<file path="config.mk">
export PLATFORM = sky130hd
export DESIGN_NAME = opg_programmer
export DESIGN_NICKNAME = d
export VERILOG_FILES = /design/src/pkg/opg_pkg.sv /design/src/rtl/opg_timer.sv /design/src/rtl/opg_programmer.sv
export SDC_FILE = /design/constraint.sdc
export NUM_CORES = 1
export LEC_CHECK = 0
export BUFFER_PORTS_ARGS = -buffer_cell sky130_fd_sc_hd__buf_2
export CORE_MARGIN = 1
export CORE_UTILIZATION = 49
export CTS_CLUSTER_SIZE = 10
export DETAILED_ROUTE_END_ITERATION = 10
export MAX_ROUTING_LAYER = met4
export PLACE_DENSITY = 0.82
export SYNTH_ARGS = -nofsm -noshare
export SYNTH_HDL_FRONTEND = slang
export SYNTH_HIERARCHICAL = 1
export SYNTH_SLANG_ARGS = --single-unit
export TNS_END_PERCENT = 20
</file>
<file path="constraint.sdc">
create_clock -name clk_sys -period 2 [get_ports clk_sys]
set_input_delay 0.3 -clock clk_sys [delete_from_list [all_inputs] [get_ports clk_sys]]
set_output_delay 0.3 -clock clk_sys [all_outputs]
set_load 0.005 [all_outputs]
</file>
<file path="src/pkg/opg_pkg.sv">
package opg_pkg;
    // Clock and timing
    localparam int unsigned CLK_NS          = 40;
    localparam int unsigned PW_MIN_NS       = 95000;
    localparam int unsigned PW_MAX_NS       = 105000;
    localparam int unsigned PW_TARGET_NS    = 100000;
    localparam int unsigned SETUP_NS        = 2000;
    localparam int unsigned OE_VALID_NS     = 100;
    localparam int unsigned FLOAT_NS        = 130000;
    // Cycle counts and counter width: least times round up, longest times round down
    localparam int unsigned PW_MIN_CYC      = (PW_MIN_NS + CLK_NS - 1) / CLK_NS;
    localparam int unsigned PW_MAX_CYC      = PW_MAX_NS / CLK_NS;
    localparam int unsigned PW_CYC          = PW_TARGET_NS / CLK_NS;
    localparam int unsigned SETUP_CYC       = (SETUP_NS + CLK_NS - 1) / CLK_NS;
    localparam int unsigned OE_VALID_CYC    = (OE_VALID_NS + CLK_NS - 1) / CLK_NS;
    localparam int unsigned FLOAT_CYC       = (FLOAT_NS + CLK_NS - 1) / CLK_NS;
    localparam int unsigned CNT_W           = 13;
    // Pin and data widths, id bit positions, erased byte, retry limit and device count
    localparam int unsigned ADDR_W          = 15;
    localparam int unsigned DATA_W          = 8;
    localparam int unsigned ID_MODE_BIT     = 9;
    localparam int unsigned ID_SEL_BIT      = 0;
    localparam logic [7:0]  ERASED_BYTE     = 8'hFF;
    localparam logic [3:0]  MAX_TRIES       = 4'hA;
    localparam int unsigned NDEV            = 4;

    typedef enum logic [3:0] {
        OPG_IDLE    = 4'b0000,
        OPG_SETUP   = 4'b0001,
        OPG_PULSE   = 4'b0010,
        OPG_HOLD    = 4'b0011,
        OPG_VFY_OE  = 4'b0100,
        OPG_VFY_CMP = 4'b0101,
        OPG_FLOAT   = 4'b0110,
        OPG_SIG_SET = 4'b0111,
        OPG_SIG_RD  = 4'b1000,
        OPG_DONE    = 4'b1001
    } opg_state_t;
endpackage

</file>
<file path="src/rtl/opg_timer.sv">
`timescale 1ns/10ps
`default_nettype none
// Down counter used for all pin timing; done is a registered one-cycle pulse
module opg_timer (
    input  wire logic                     clk_sys,
    input  wire logic                     rst,
    input  wire logic                     load,
    input  wire logic [opg_pkg::CNT_W-1:0] value,
    output logic                          done
);
    logic [opg_pkg::CNT_W-1:0] cnt_reg;
    logic [opg_pkg::CNT_W-1:0] cnt_next;
    logic                      done_reg;
    logic                      done_next;

    always_comb begin
        cnt_next  = cnt_reg;
        done_next = 1'b0;
        if (load) begin
            cnt_next = value;
        end else if (cnt_reg != '0) begin
            cnt_next  = cnt_reg - 1'b1;
            done_next = (cnt_reg == {{(opg_pkg::CNT_W-1){1'b0}}, 1'b1});
        end
    end

    always_ff @(posedge clk_sys or posedge rst) begin
        if (rst) begin
            cnt_reg  <= '0;
            done_reg <= 1'b0;
        end else begin
            cnt_reg  <= cnt_next;
            done_reg <= done_next;
        end
    end

    assign done = done_reg;
endmodule
`default_nettype wire

</file>
<file path="src/rtl/opg_programmer.sv">
`timescale 1ns/10ps
`default_nettype none
module opg_programmer (
    input  wire logic                          clk_sys,
    input  wire logic                          rst,
    input  wire logic                          cmd_prog,
    input  wire logic                          cmd_sig,
    input  wire logic [opg_pkg::NDEV-1:0]      cmd_dev_mask,
    input  wire logic [opg_pkg::ADDR_W-1:0]    cmd_addr,
    input  wire logic [opg_pkg::DATA_W-1:0]    cmd_data,
    output logic                               busy,
    output logic                               done,
    output logic                               fail,
    output logic [opg_pkg::DATA_W-1:0]         sig_mfr,
    output logic [opg_pkg::DATA_W-1:0]         sig_dev,
    output logic [opg_pkg::ADDR_W-1:0]         addr_out,
    output logic                               id_mode_hv,
    output logic                               program_supply_hv,
    output logic [opg_pkg::NDEV-1:0]           sel_n,
    output logic                               oe_n,
    output logic [opg_pkg::DATA_W-1:0]         data_out,
    output logic                               data_oe,
    input  wire logic [opg_pkg::DATA_W-1:0]    data_outputs
);
    ////////////////////////////////////////////////////////////////////////////
    opg_pkg::opg_state_t             st_reg, st_next;
    logic [opg_pkg::NDEV-1:0]        pend_reg, pend_next;
    logic [opg_pkg::NDEV-1:0]        cur_reg, cur_next;
    logic [3:0]                      try_reg, try_next;
    logic                            hi_reg, hi_next;
    logic                            busy_reg, busy_next;
    logic                            done_reg, done_next;
    logic                            fail_reg, fail_next;
    logic [opg_pkg::DATA_W-1:0]      mfr_reg, mfr_next;
    logic [opg_pkg::DATA_W-1:0]      dev_reg, dev_next;
    logic [opg_pkg::ADDR_W-1:0]      addr_reg, addr_next;
    logic                            idhv_reg, idhv_next;
    logic                            vpp_reg, vpp_next;
    logic [opg_pkg::NDEV-1:0]        seln_reg, seln_next;
    logic                            oen_reg, oen_next;
    logic [opg_pkg::DATA_W-1:0]      dout_reg, dout_next;
    logic                            doe_reg, doe_next;
    logic                            tload;
    logic [opg_pkg::CNT_W-1:0]       tval;
    logic                            tdone;
    logic [opg_pkg::NDEV-1:0]        first_dev;

    opg_timer u_timer (
        .clk_sys (clk_sys),
        .rst     (rst),
        .load    (tload),
        .value   (tval),
        .done    (tdone)
    );

    // Lowest pending device; one select line per device
    always_comb begin
        first_dev = '0;
        for (int i = opg_pkg::NDEV - 1; i >= 0; i--) begin
            if (pend_reg[i]) begin
                first_dev = '0;
                first_dev[i] = 1'b1;
            end
        end
    end

    ////////////////////////////////////////////////////////////////////////////
    always_comb begin
        st_next   = st_reg;
        pend_next = pend_reg;
        cur_next  = cur_reg;
        try_next  = try_reg;
        hi_next   = hi_reg;
        busy_next = busy_reg;
        done_next = 1'b0;
        fail_next = fail_reg;
        mfr_next  = mfr_reg;
        dev_next  = dev_reg;
        addr_next = addr_reg;
        idhv_next = idhv_reg;
        vpp_next  = vpp_reg;
        seln_next = seln_reg;
        oen_next  = oen_reg;
        dout_next = dout_reg;
        doe_next  = doe_reg;
        tload     = 1'b0;
        tval      = '0;
        case (st_reg)
            opg_pkg::OPG_IDLE: begin
                seln_next = '1;
                oen_next  = 1'b1;
                if (cmd_prog && cmd_dev_mask != '0) begin
                    busy_next = 1'b1;
                    fail_next = 1'b0;
                    pend_next = cmd_dev_mask;
                    addr_next = cmd_addr;
                    dout_next = cmd_data;
                    doe_next  = 1'b1;
                    vpp_next  = 1'b1;
                    try_next  = '0;
                    tload     = 1'b1;
                    tval      = opg_pkg::CNT_W'(opg_pkg::SETUP_CYC);
                    st_next   = opg_pkg::OPG_SETUP;
                end else if (cmd_sig) begin
                    busy_next = 1'b1;
                    fail_next = 1'b0;
                    // All but the id, select and output-enable lines low
                    addr_next = '0;
                    idhv_next = 1'b1;
                    vpp_next  = 1'b0;
                    doe_next  = 1'b0;
                    hi_next   = 1'b0;
                    tload     = 1'b1;
                    tval      = opg_pkg::CNT_W'(opg_pkg::SETUP_CYC);
                    st_next   = opg_pkg::OPG_SIG_SET;
                end
            end
            opg_pkg::OPG_SETUP: begin
                if (tdone) begin
                    cur_next  = first_dev;
                    seln_next = ~first_dev;
                    tload     = 1'b1;
                    tval      = opg_pkg::CNT_W'(opg_pkg::PW_CYC);
                    st_next   = opg_pkg::OPG_PULSE;
                end
            end
            opg_pkg::OPG_PULSE: begin
                if (tdone) begin
                    seln_next = '1;
                    try_next  = try_reg + 4'h1;
                    tload     = 1'b1;
                    tval      = opg_pkg::CNT_W'(opg_pkg::SETUP_CYC);
                    st_next   = opg_pkg::OPG_HOLD;
                end
            end
            opg_pkg::OPG_HOLD: begin
                if (tdone) begin
                    // Release data bus so the device can drive it
                    doe_next = 1'b0;
                    tload    = 1'b1;
                    tval     = opg_pkg::CNT_W'(opg_pkg::SETUP_CYC);
                    st_next  = opg_pkg::OPG_VFY_OE;
                end
            end
            opg_pkg::OPG_VFY_OE: begin
                if (tdone) begin
                    oen_next = 1'b0;
                    tload    = 1'b1;
                    tval     = opg_pkg::CNT_W'(opg_pkg::OE_VALID_CYC + 1);
                    st_next  = opg_pkg::OPG_VFY_CMP;
                end
            end
            opg_pkg::OPG_VFY_CMP: begin
                if (tdone) begin
                    oen_next = 1'b1;
                    tload    = 1'b1;
                    tval     = opg_pkg::CNT_W'(opg_pkg::FLOAT_CYC);
                    st_next  = opg_pkg::OPG_FLOAT;
                    // Device margins itself: a match ends the byte
                    if (data_outputs == dout_reg) begin
                        pend_next = pend_reg & ~cur_reg;
                        try_next  = '0;
                    end else if (try_reg >= opg_pkg::MAX_TRIES) begin
                        fail_next = 1'b1;
                        pend_next = '0;
                    end
                end
            end
            opg_pkg::OPG_FLOAT: begin
                if (tdone) begin
                    if (pend_reg == '0) begin
                        vpp_next = 1'b0;
                        st_next  = opg_pkg::OPG_DONE;
                    end else begin
                        doe_next = 1'b1;
                        tload    = 1'b1;
                        tval     = opg_pkg::CNT_W'(opg_pkg::SETUP_CYC);
                        st_next  = opg_pkg::OPG_SETUP;
                    end
                end
            end
            opg_pkg::OPG_SIG_SET: begin
                if (tdone) begin
                    seln_next = '0;
                    oen_next  = 1'b0;
                    tload     = 1'b1;
                    tval      = opg_pkg::CNT_W'(opg_pkg::SETUP_CYC);
                    st_next   = opg_pkg::OPG_SIG_RD;
                end
            end
            opg_pkg::OPG_SIG_RD: begin
                if (tdone) begin
                    if (!hi_reg) begin
                        mfr_next = data_outputs;
                        // Flip only the select line, no latch strobe
                        hi_next = 1'b1;
                        addr_next[opg_pkg::ID_SEL_BIT] = 1'b1;
                        tload = 1'b1;
                        tval  = opg_pkg::CNT_W'(opg_pkg::SETUP_CYC);
                    end else begin
                        dev_next  = data_outputs;
                        seln_next = '1;
                        oen_next  = 1'b1;
                        idhv_next = 1'b0;
                        addr_next = '0;
                        st_next   = opg_pkg::OPG_DONE;
                    end
                end
            end
            opg_pkg::OPG_DONE: begin
                busy_next = 1'b0;
                done_next = 1'b1;
                st_next   = opg_pkg::OPG_IDLE;
            end
            default: begin
                st_next = opg_pkg::OPG_IDLE;
            end
        endcase
    end

    always_ff @(posedge clk_sys or posedge rst) begin
        if (rst) begin
            st_reg   <= opg_pkg::OPG_IDLE;
            pend_reg <= '0;
            cur_reg  <= '0;
            try_reg  <= '0;
            hi_reg   <= 1'b0;
            busy_reg <= 1'b0;
            done_reg <= 1'b0;
            fail_reg <= 1'b0;
            mfr_reg  <= '0;
            dev_reg  <= '0;
            addr_reg <= '0;
            idhv_reg <= 1'b0;
            vpp_reg  <= 1'b0;
            seln_reg <= '1;
            oen_reg  <= 1'b1;
            dout_reg <= opg_pkg::ERASED_BYTE;
            doe_reg  <= 1'b0;
        end else begin
            st_reg   <= st_next;
            pend_reg <= pend_next;
            cur_reg  <= cur_next;
            try_reg  <= try_next;
            hi_reg   <= hi_next;
            busy_reg <= busy_next;
            done_reg <= done_next;
            fail_reg <= fail_next;
            mfr_reg  <= mfr_next;
            dev_reg  <= dev_next;
            addr_reg <= addr_next;
            idhv_reg <= idhv_next;
            vpp_reg  <= vpp_next;
            seln_reg <= seln_next;
            oen_reg  <= oen_next;
            dout_reg <= dout_next;
            doe_reg  <= doe_next;
        end
    end

    assign busy              = busy_reg;
    assign done              = done_reg;
    assign fail              = fail_reg;
    assign sig_mfr           = mfr_reg;
    assign sig_dev           = dev_reg;
    assign addr_out          = addr_reg;
    assign id_mode_hv        = idhv_reg;
    assign program_supply_hv = vpp_reg;
    assign sel_n             = seln_reg;
    assign oe_n              = oen_reg;
    assign data_out          = dout_reg;
    assign data_oe           = doe_reg;

    ////////////////////////////////////////////////////////////////////////////
    // Pulse width counter seen only by the checks
    logic [opg_pkg::CNT_W-1:0] pw_cnt;
    always_ff @(posedge clk_sys or posedge rst) begin
        if (rst) begin
            pw_cnt <= '0;
        end else if (&seln_reg) begin
            pw_cnt <= '0;
        end else begin
            pw_cnt <= pw_cnt + 1'b1;
        end
    end

    property p_pw_max;
        @(posedge clk_sys) disable iff (rst)
        (vpp_reg && !(&seln_reg)) |-> pw_cnt < opg_pkg::CNT_W'(opg_pkg::PW_MAX_CYC);
    endproperty
    a_pw_max: assert property (p_pw_max) else $error("program pulse too long");

    property p_pw_min;
        @(posedge clk_sys) disable iff (rst)
        (vpp_reg && !(&seln_reg) && (&seln_next)) |-> pw_cnt + 1'b1 >= opg_pkg::CNT_W'(opg_pkg::PW_MIN_CYC);
    endproperty
    a_pw_min: assert property (p_pw_min) else $error("program pulse too short");

    property p_one_sel;
        @(posedge clk_sys) disable iff (rst)
        vpp_reg |-> $countones(~seln_reg) <= 1;
    endproperty
    a_one_sel: assert property (p_one_sel) else $error("two devices selected while programming");

    property p_sig_pins;
        @(posedge clk_sys) disable iff (rst)
        idhv_reg |-> !vpp_reg && (addr_reg >> 1) == '0;
    endproperty
    a_sig_pins: assert property (p_sig_pins) else $error("signature mode pins wrong");

    property p_vfy_float;
        @(posedge clk_sys) disable iff (rst)
        $fell(oen_reg) |-> !doe_reg;
    endproperty
    a_vfy_float: assert property (p_vfy_float) else $error("bus contention on verify");

    property p_retry;
        @(posedge clk_sys) disable iff (rst)
        $rose(fail_reg) |-> try_reg >= opg_pkg::MAX_TRIES;
    endproperty
    a_retry: assert property (p_retry) else $error("failed before retry limit");
endmodule
`default_nettype wire

</file>
# --- Word-level counts from Yosys, hierarchy flattened ---
# Cells that the tools add are included.
word_totals:
  reg_bits: 81
  inputBits: 39
  out_inout_bits: 50
  wordCells: 181
classes:
  add_sub_neg: 2
  order_cmp: 1
  n_eq_ne: 31
  mux: 89
  bitwise: 4
  n_reduce_logical: 34
ops:
  columns: ["cell", "count"]
  rows:
  - ["$mux W4", 29]
  - ["$pmux W12 S7", 1]
  - ["$mux W15", 3]
  - ["$mux W6", 7]
  - ["$pmux W4 S9", 1]
  - ["$mux W1", 30]
  - ["$pmux W15 S2", 1]
  - ["$mux W13", 2]
  - ["$reduce_and A5 Y1", 5]
  - ["$mux W12", 2]
  - ["$pmux W4 S5", 1]
  - ["$ne A2 B1 Y1 const B", 9]
  - ["$ne A2 B2 Y1 const B", 9]
  - ["$eq A4 B3 Y1 const B", 4]
  - ["$reduce_and A4 Y1", 4]
  - ["$mux W14", 1]
  - ["$eq A13 B1 Y1 const B", 1]
  - ["$reduce_bool A13 Y1", 1]
  - ["$sub A13 B1 Y13 const B", 1]
  - ["$pmux W4 S3", 1]
  - ["$pmux W1 S2", 5]
  - ["$reduce_and A10 Y1", 1]
  - ["$reduce_bool A2 Y1", 5]
  - ["$reduce_and A3 Y1", 3]
  - ["other kinds (24)", 34]

# --- Logic depth before layout (Yosys ltp) ---
depth:
  ltp_word: 7
  depth_mapped: 8
  depth_no_buf: 7

# --- Hierarchy ---
# The synthesis kept the hierarchy.
by_module_without_submodules:
  columns: ["mod", "n_inst", "cells_per_inst", "area_each_um2", "seq_area_each_um2"]
  rows:
  - ["opg_programmer", 1, 314, 3226.8, 1692.9]
  - ["opg_timer", 1, 84, 829.5, 350.3]

# --- Least setup slack after synthesis ---
# No wires, ideal clock.
synth_path:
  path_kind: "reg2reg"
  from: "reg st_reg[1]"
  to: "reg u_timer/cnt_reg[10] (netlist name)"
  setup_time_ns: 0.083
  t_arrival_ns: 2.013
  required_ns: 1.917
  path_slack_ns: -0.096
  path_stages_with_launch: 9
  path_buffers: 3
  period_less_slack_ns: 2.096
  path_cell_list: "dfrtp_1 -> clkbuf_1 -> clkbuf_1 -> mux2_2 -> o21ai_0 -> nand3_1 -> or2_1 -> buf_6 -> o21ai_0"
synth_between:
  elab_chain_len: 4
  word_cells_on_any_way: 15
  cone_classes: "eq/ne: 8; mux: 3; reduce/logical: 4"
synth_lines:
  columns: ["item", "line", "rtl"]
  rows:
  - ["start, declared", "opg_programmer.sv:26", "opg_pkg::opg_state_t st_reg, st_next;"]
  - ["start signal, assigned", "opg_programmer.sv:223", "st_reg <= opg_pkg::OPG_IDLE;"]
  - ["start signal, assigned", "opg_programmer.sv:241", "st_reg <= st_next;"]
  - ["$eq A4 B3 Y1, or another cell as far along", "opg_programmer.sv:88", "case (st_reg)"]
  - ["$reduce_or A6 Y1 (no line)", null, null]
  - ["$pmux W1 S4 *", "opg_programmer.sv:88", null]
  - ["named net tload", "opg_programmer.sv:43", "logic tload;"]
  - ["$mux W13 / $reduce_bool A2 Y1 (equally long branches)", null, null]
  - ["end signal, assigned", "opg_timer.sv:32", "cnt_reg <= cnt_next;"]
  - ["end, declared", "opg_timer.sv:11", "logic [opg_pkg::CNT_W-1:0] cnt_reg;"]
# Mark *: on every way through the listed nets, which the timed path passes. The rest lies on a longest branch.
# A chain may end at the register's enable or synchronous reset.

# --- Worst setup path after layout ---
layout_path:
  from: "reg pend_reg[2] (netlist name)"
  to: "reg u_timer/cnt_reg[12] (netlist name)"
layout_between:
  elab_chain_len: 5
  word_cells_on_any_way: 6
  cone_classes: "mux: 4; reduce/logical: 2"
layout_lines:
  columns: ["item", "line", "rtl"]
  rows:
  - ["start, declared", "opg_programmer.sv:27", "logic [opg_pkg::NDEV-1:0] pend_reg, pend_next;"]
  - ["start signal, assigned", "opg_programmer.sv:242", "pend_reg <= pend_next;"]
  - ["$logic_not A4 Y1 *", "opg_programmer.sv:171", "if (pend_reg == '0) begin"]
  - ["$mux W1 *", "opg_programmer.sv:171", null]
  - ["$mux W1 *", "opg_programmer.sv:170", "if (tdone) begin"]
  - ["$pmux W1 S4 *", "opg_programmer.sv:88", null]
  - ["named net tload", "opg_programmer.sv:43", null]
  - ["$mux W13 / $reduce_bool A2 Y1 (equally long branches)", null, null]
# Marks and branches as above.

==> impl_metrics.csv <==
group,metric,value,unit
status,status,"completed",
layout,area_growth,27.3,%
placed_design,dp_hpwl,7120,microns
die,coreArea,7850,sq um
placed_design,gp_congestion,0.901,
synth,seq_area_frac_synth,0.504,
critical_path,worstSetupPathDepth,7,
timing,post-route-period-util,0.970,
pwr,seqPwrFrac,0.405,
layout,nets,565,
timing,finClkSkew,12.9,ps
critical_path,endpoint_kind,"flip-flop",
placed_design,io_buffers,88,
drt,highest_layer,"met4",
synth,async_reset_ff_frac,1.00,
critical_path,critPathTopFamily,"simple AND/OR/NAND/NOR gates",
critical_path,crit_start,"pend_reg[2]$_DFFE_PP0P_",
layout,register_area,2050,sq um
drt,wirelength,9860,microns
synth,syn_inst,398,
flow_run,cap_violations,0,
clock_tree,h-tree-depth,3,
synth,synth_edf_count,0,
timing,max_freq,516,MHz
global_route,grt-ovfl-total,0,
drt,wl_met1,4340,microns
layout,num_antenna_cells,0,
drt,wl_per_cell,15.7,microns
timing,slew_viol_final,0,
die,die-width,93.0,microns
critical_path,crit_type,"flip-flop to flip-flop",
timing,hold_violations,0,
timing,period_needed,1940,ps
die,die-area,8650,sq um
synth,syn_area,4060,sq um
drt,vias,3425,
timing,maxSlewHeadroom,0.636,
timing,finalWorstSetupSlack,60.7,ps
critical_path,endpoint,"u_timer/cnt_reg[12]$_DFFE_PP0P_",
die,io_pins,89,
global_route,grt_antenna_before_repair,0,
critical_path,r2r_end,"u_timer/cnt_reg[12]$_DFFE_PP0P_",
pwr,p_int,4.22,mW
clock_tree,cts_tree,"built",
pwr,cellPowerDensity,1290,nW/um^2
global_route,grt_usage,0.250,
timing,setup_viol_count_final,0,
synth,ys_ff_latch,81,
timing,rsz0062_at_grt,"yes",
synth,yosys_most_used_dff,"dfrtp_1",
clock_tree,root_buffer,"clkbuf_8",
critical_path,crit_slowest_cell,"dfrtp_1",
clock_tree,clockBufferDepth,2,
drt,drt-pass1-iter-count,5,
layout,final_layout_size_suffix_gt1_frac,0.380,
synth,yosys.cell_types.count,64,
drt,drtIter0Drc,158,
global_route,grt_max_degree,49,
global_route,first_global_vias,3452,
critical_path,reg2reg_depth,7,
placed_design,dp.cells,607,
layout,fin_area,5160,sq um
hold_path,hold_path_class,"input port to flip-flop",
critical_path,worstSetupStartpointType,"flip-flop",
drt,dr_wl_met3,475,microns
layout,final_cells,628,
die,initial_core_util,0.517,
die,rows,32,
pwr,power.clock.fraction,0.196,
drt,ant_nets,0,
layout,largest_reg_flops,15,
drt,viasPerCell,5.45,
pwr,irDropWorstVdd,0.000779,V
critical_path,r2r_start,"pend_reg[2]$_DFFE_PP0P_",
layout,multiInputGateArea,1970,sq um
critical_path,r2r_slack,60,ps
die,die-height,93.0,microns
timing,worstMarginPinSlew,541,ps
pwr,netSwitchingPower,2.44,mW
layout,fillCellCount,627,
synth,syn_area_per_cell,10.2,sq um
clock_tree,clock_sinks,81,
drt,routed-wl-met2,4830,microns
pwr,p_leak,2.44,nW
critical_path,crit_path_max_fanout,8,
critical_path,critPathArrivalTime,2210,ps
critical_path,crit_chain,"nor4_4 -> nand2_1 -> mux2_2 -> o21ai_2 -> nand3_2 -> or2_4 -> o21ai_1",
critical_path,cp_num_buf_inv,0,
pwr,pwr-share-comb,0.399,
placed_design,placed_area,4820,sq um
critical_path,slowest_delay,420,ps
clock_tree,clk_pin_slew,90,ps
clock_tree,clk_latency,360,ps
layout,utilization,0.658,
global_route,grt_pass1_wl,16200,microns
synth,synth-warning-count,6,
placed_design,pre_cts_ws,-124,ps
critical_path,critPathRequiredTime,2270,ps
clock_tree,cts_buffers,9,
drt,drc,0,
pwr,swShare,0.367,
[worst min path at each step]
stage / cells past startpoint / end / startpoint / slack (ps)
6_report: 3 / data_out[2]$_DFFE_PP1P_ / cmd_data[2] / 130
5_1_grt: 3 / data_out[4]$_DFFE_PP1P_ / cmd_data[4] / 140
2_1_floorplan: 1 / u_timer/cnt_reg[0]$_DFFE_PP0P_ / rst / 190
4_1_cts: 3 / data_out[2]$_DFFE_PP1P_ / cmd_data[2] / 120
3_5_place_dp: 2 / data_oe$_DFFE_PP0P_ / rst / 350
3_3_place_gp: 2 / cur_reg[3]$_DFFE_PP0P_ / rst / 330
[cells in the final DEF (no fill, tap or decap), drive strengths merged, types with 3 or more instances in the layout]
cell,instances
nor2,21
o21ai,33
conb,4
nor3b,5
nand4,4
a211o,3
xnor2,7
dfstp,13
nand2b,3
nand2,76
mux2i,4
xor2,13
nand3,9
nor3,4
or2,3
nor4b,3
o31ai,6
a21o,3
buf,125
inv,14
a31oi,3
nor4,7
clkbuf,11
a22o,12
dfrtp,68
o31a,4
mux2,17
ha,5
and2,4
a21oi,6
[cell families after synthesis]
logic type / after synthesis / share of synthesized area
mux: 21 / 0.0571
fa+ha+maj: 5 / 0.0154
compound gates: 88 / 0.159
simple gates: 151 / 0.186
flops: 81 / 0.504
xor+xnor: 20 / 0.0432
other cells: 1 / 0.000924
buf+inv: 31 / 0.0355
[Yosys cell counts (2+ instances only)]
master | number | share of area
xor2_1 | 13 | 0.028
or2_2 | 2 | 0.0031
nor2_1 | 21 | 0.019
nand4b_1 | 2 | 0.0043
a211oi_1 | 2 | 0.0037
nor3b_1 | 5 | 0.0093
a22o_1 | 12 | 0.026
a21oi_1 | 6 | 0.0074
nand2_1 | 75 | 0.069
mux2_2 | 17 | 0.047
nand2b_1 | 3 | 0.0046
buf_6 | 2 | 0.0056
nand3_1 | 9 | 0.011
a31oi_1 | 3 | 0.0046
clkbuf_1 | 8 | 0.0074
a21o_1 | 3 | 0.0056
dfrtp_1 | 68 | 0.42
and2_1 | 3 | 0.0046
o21ai_0 | 29 | 0.036
o31ai_1 | 6 | 0.011
mux2i_1 | 4 | 0.0099
nor4_2 | 2 | 0.0062
buf_4 | 2 | 0.0037
o2bb2ai_1 | 2 | 0.0043
o21ai_2 | 2 | 0.0043
nor4_1 | 4 | 0.0062
o21ai_1 | 2 | 0.0025
o31a_1 | 4 | 0.0086
nor4b_1 | 3 | 0.0065
buf_2 | 4 | 0.0049
o211ai_1 | 2 | 0.0037
inv_1 | 14 | 0.013
xnor2_1 | 7 | 0.015
dfstp_2 | 13 | 0.084
ha_1 | 5 | 0.015
nor3_1 | 4 | 0.0049
a211o_1 | 3 | 0.0065
nand3b_1 | 2 | 0.0037
nand4_1 | 4 | 0.0062
nor2b_1 | 2 | 0.0031
[metrics by stage]
step	hold WS (ps)	setup TNS, ps	power (mW)
2_1_floorplan	189	0	4.16
3_3_place_gp	332	0	5.00
3_5_place_dp	345	-761	5.13
4_1_cts	120	-0.979	6.52
5_1_grt	140	-252	7.10
6_report	132	0	6.66
[area by class of cell]
cell class	count	area share
sequential	81	0.397
multi-input combinational	289	0.382
timing repair buffer	126	0.146
clock buffer	11	0.0254
tap	102	0.0247
clock inverter	5	0.0158
inverter	14	0.0102
[worst register-to-register path, stage by stage (launching register included)]
cell     delay [ps]
dfrtp_1         420
nor4_4          310
nand2_1         100
mux2_2          280
o21ai_2         130
nand3_2         130
or2_4           340
o21ai_1         150
[power by group through the flow]
stage / logic (mW) / clock network [mW] / registers [mW]
CTS: 2.53 / 1.32 / 2.67
global route: 2.94 / 1.39 / 2.77
finish: 2.66 / 1.31 / 2.70
floorplan: 1.53 / 0 / 2.63
detailed placement: 2.44 / 0 / 2.69
global placement: 2.35 / 0 / 2.65
[metal layers]
metal	vias up	track usage
met3	13	0.0358
met4	0	0.0974
met5	-	-
met2	110	0.403
met1	1655	0.322
li1	1647	-
[what timing repair did]
item | in CTS | in global routing
hold buffers | 1 | 0
setup endpoints to repair | 13 | 27
gates resized for setup | 8 | 18
pin swaps | 3 | 4
endpoints found under the hold margin | 29 | 0
setup buffers | 1 | 1
cloned | 2 | 0
Power figures use the tool's default switching activity.
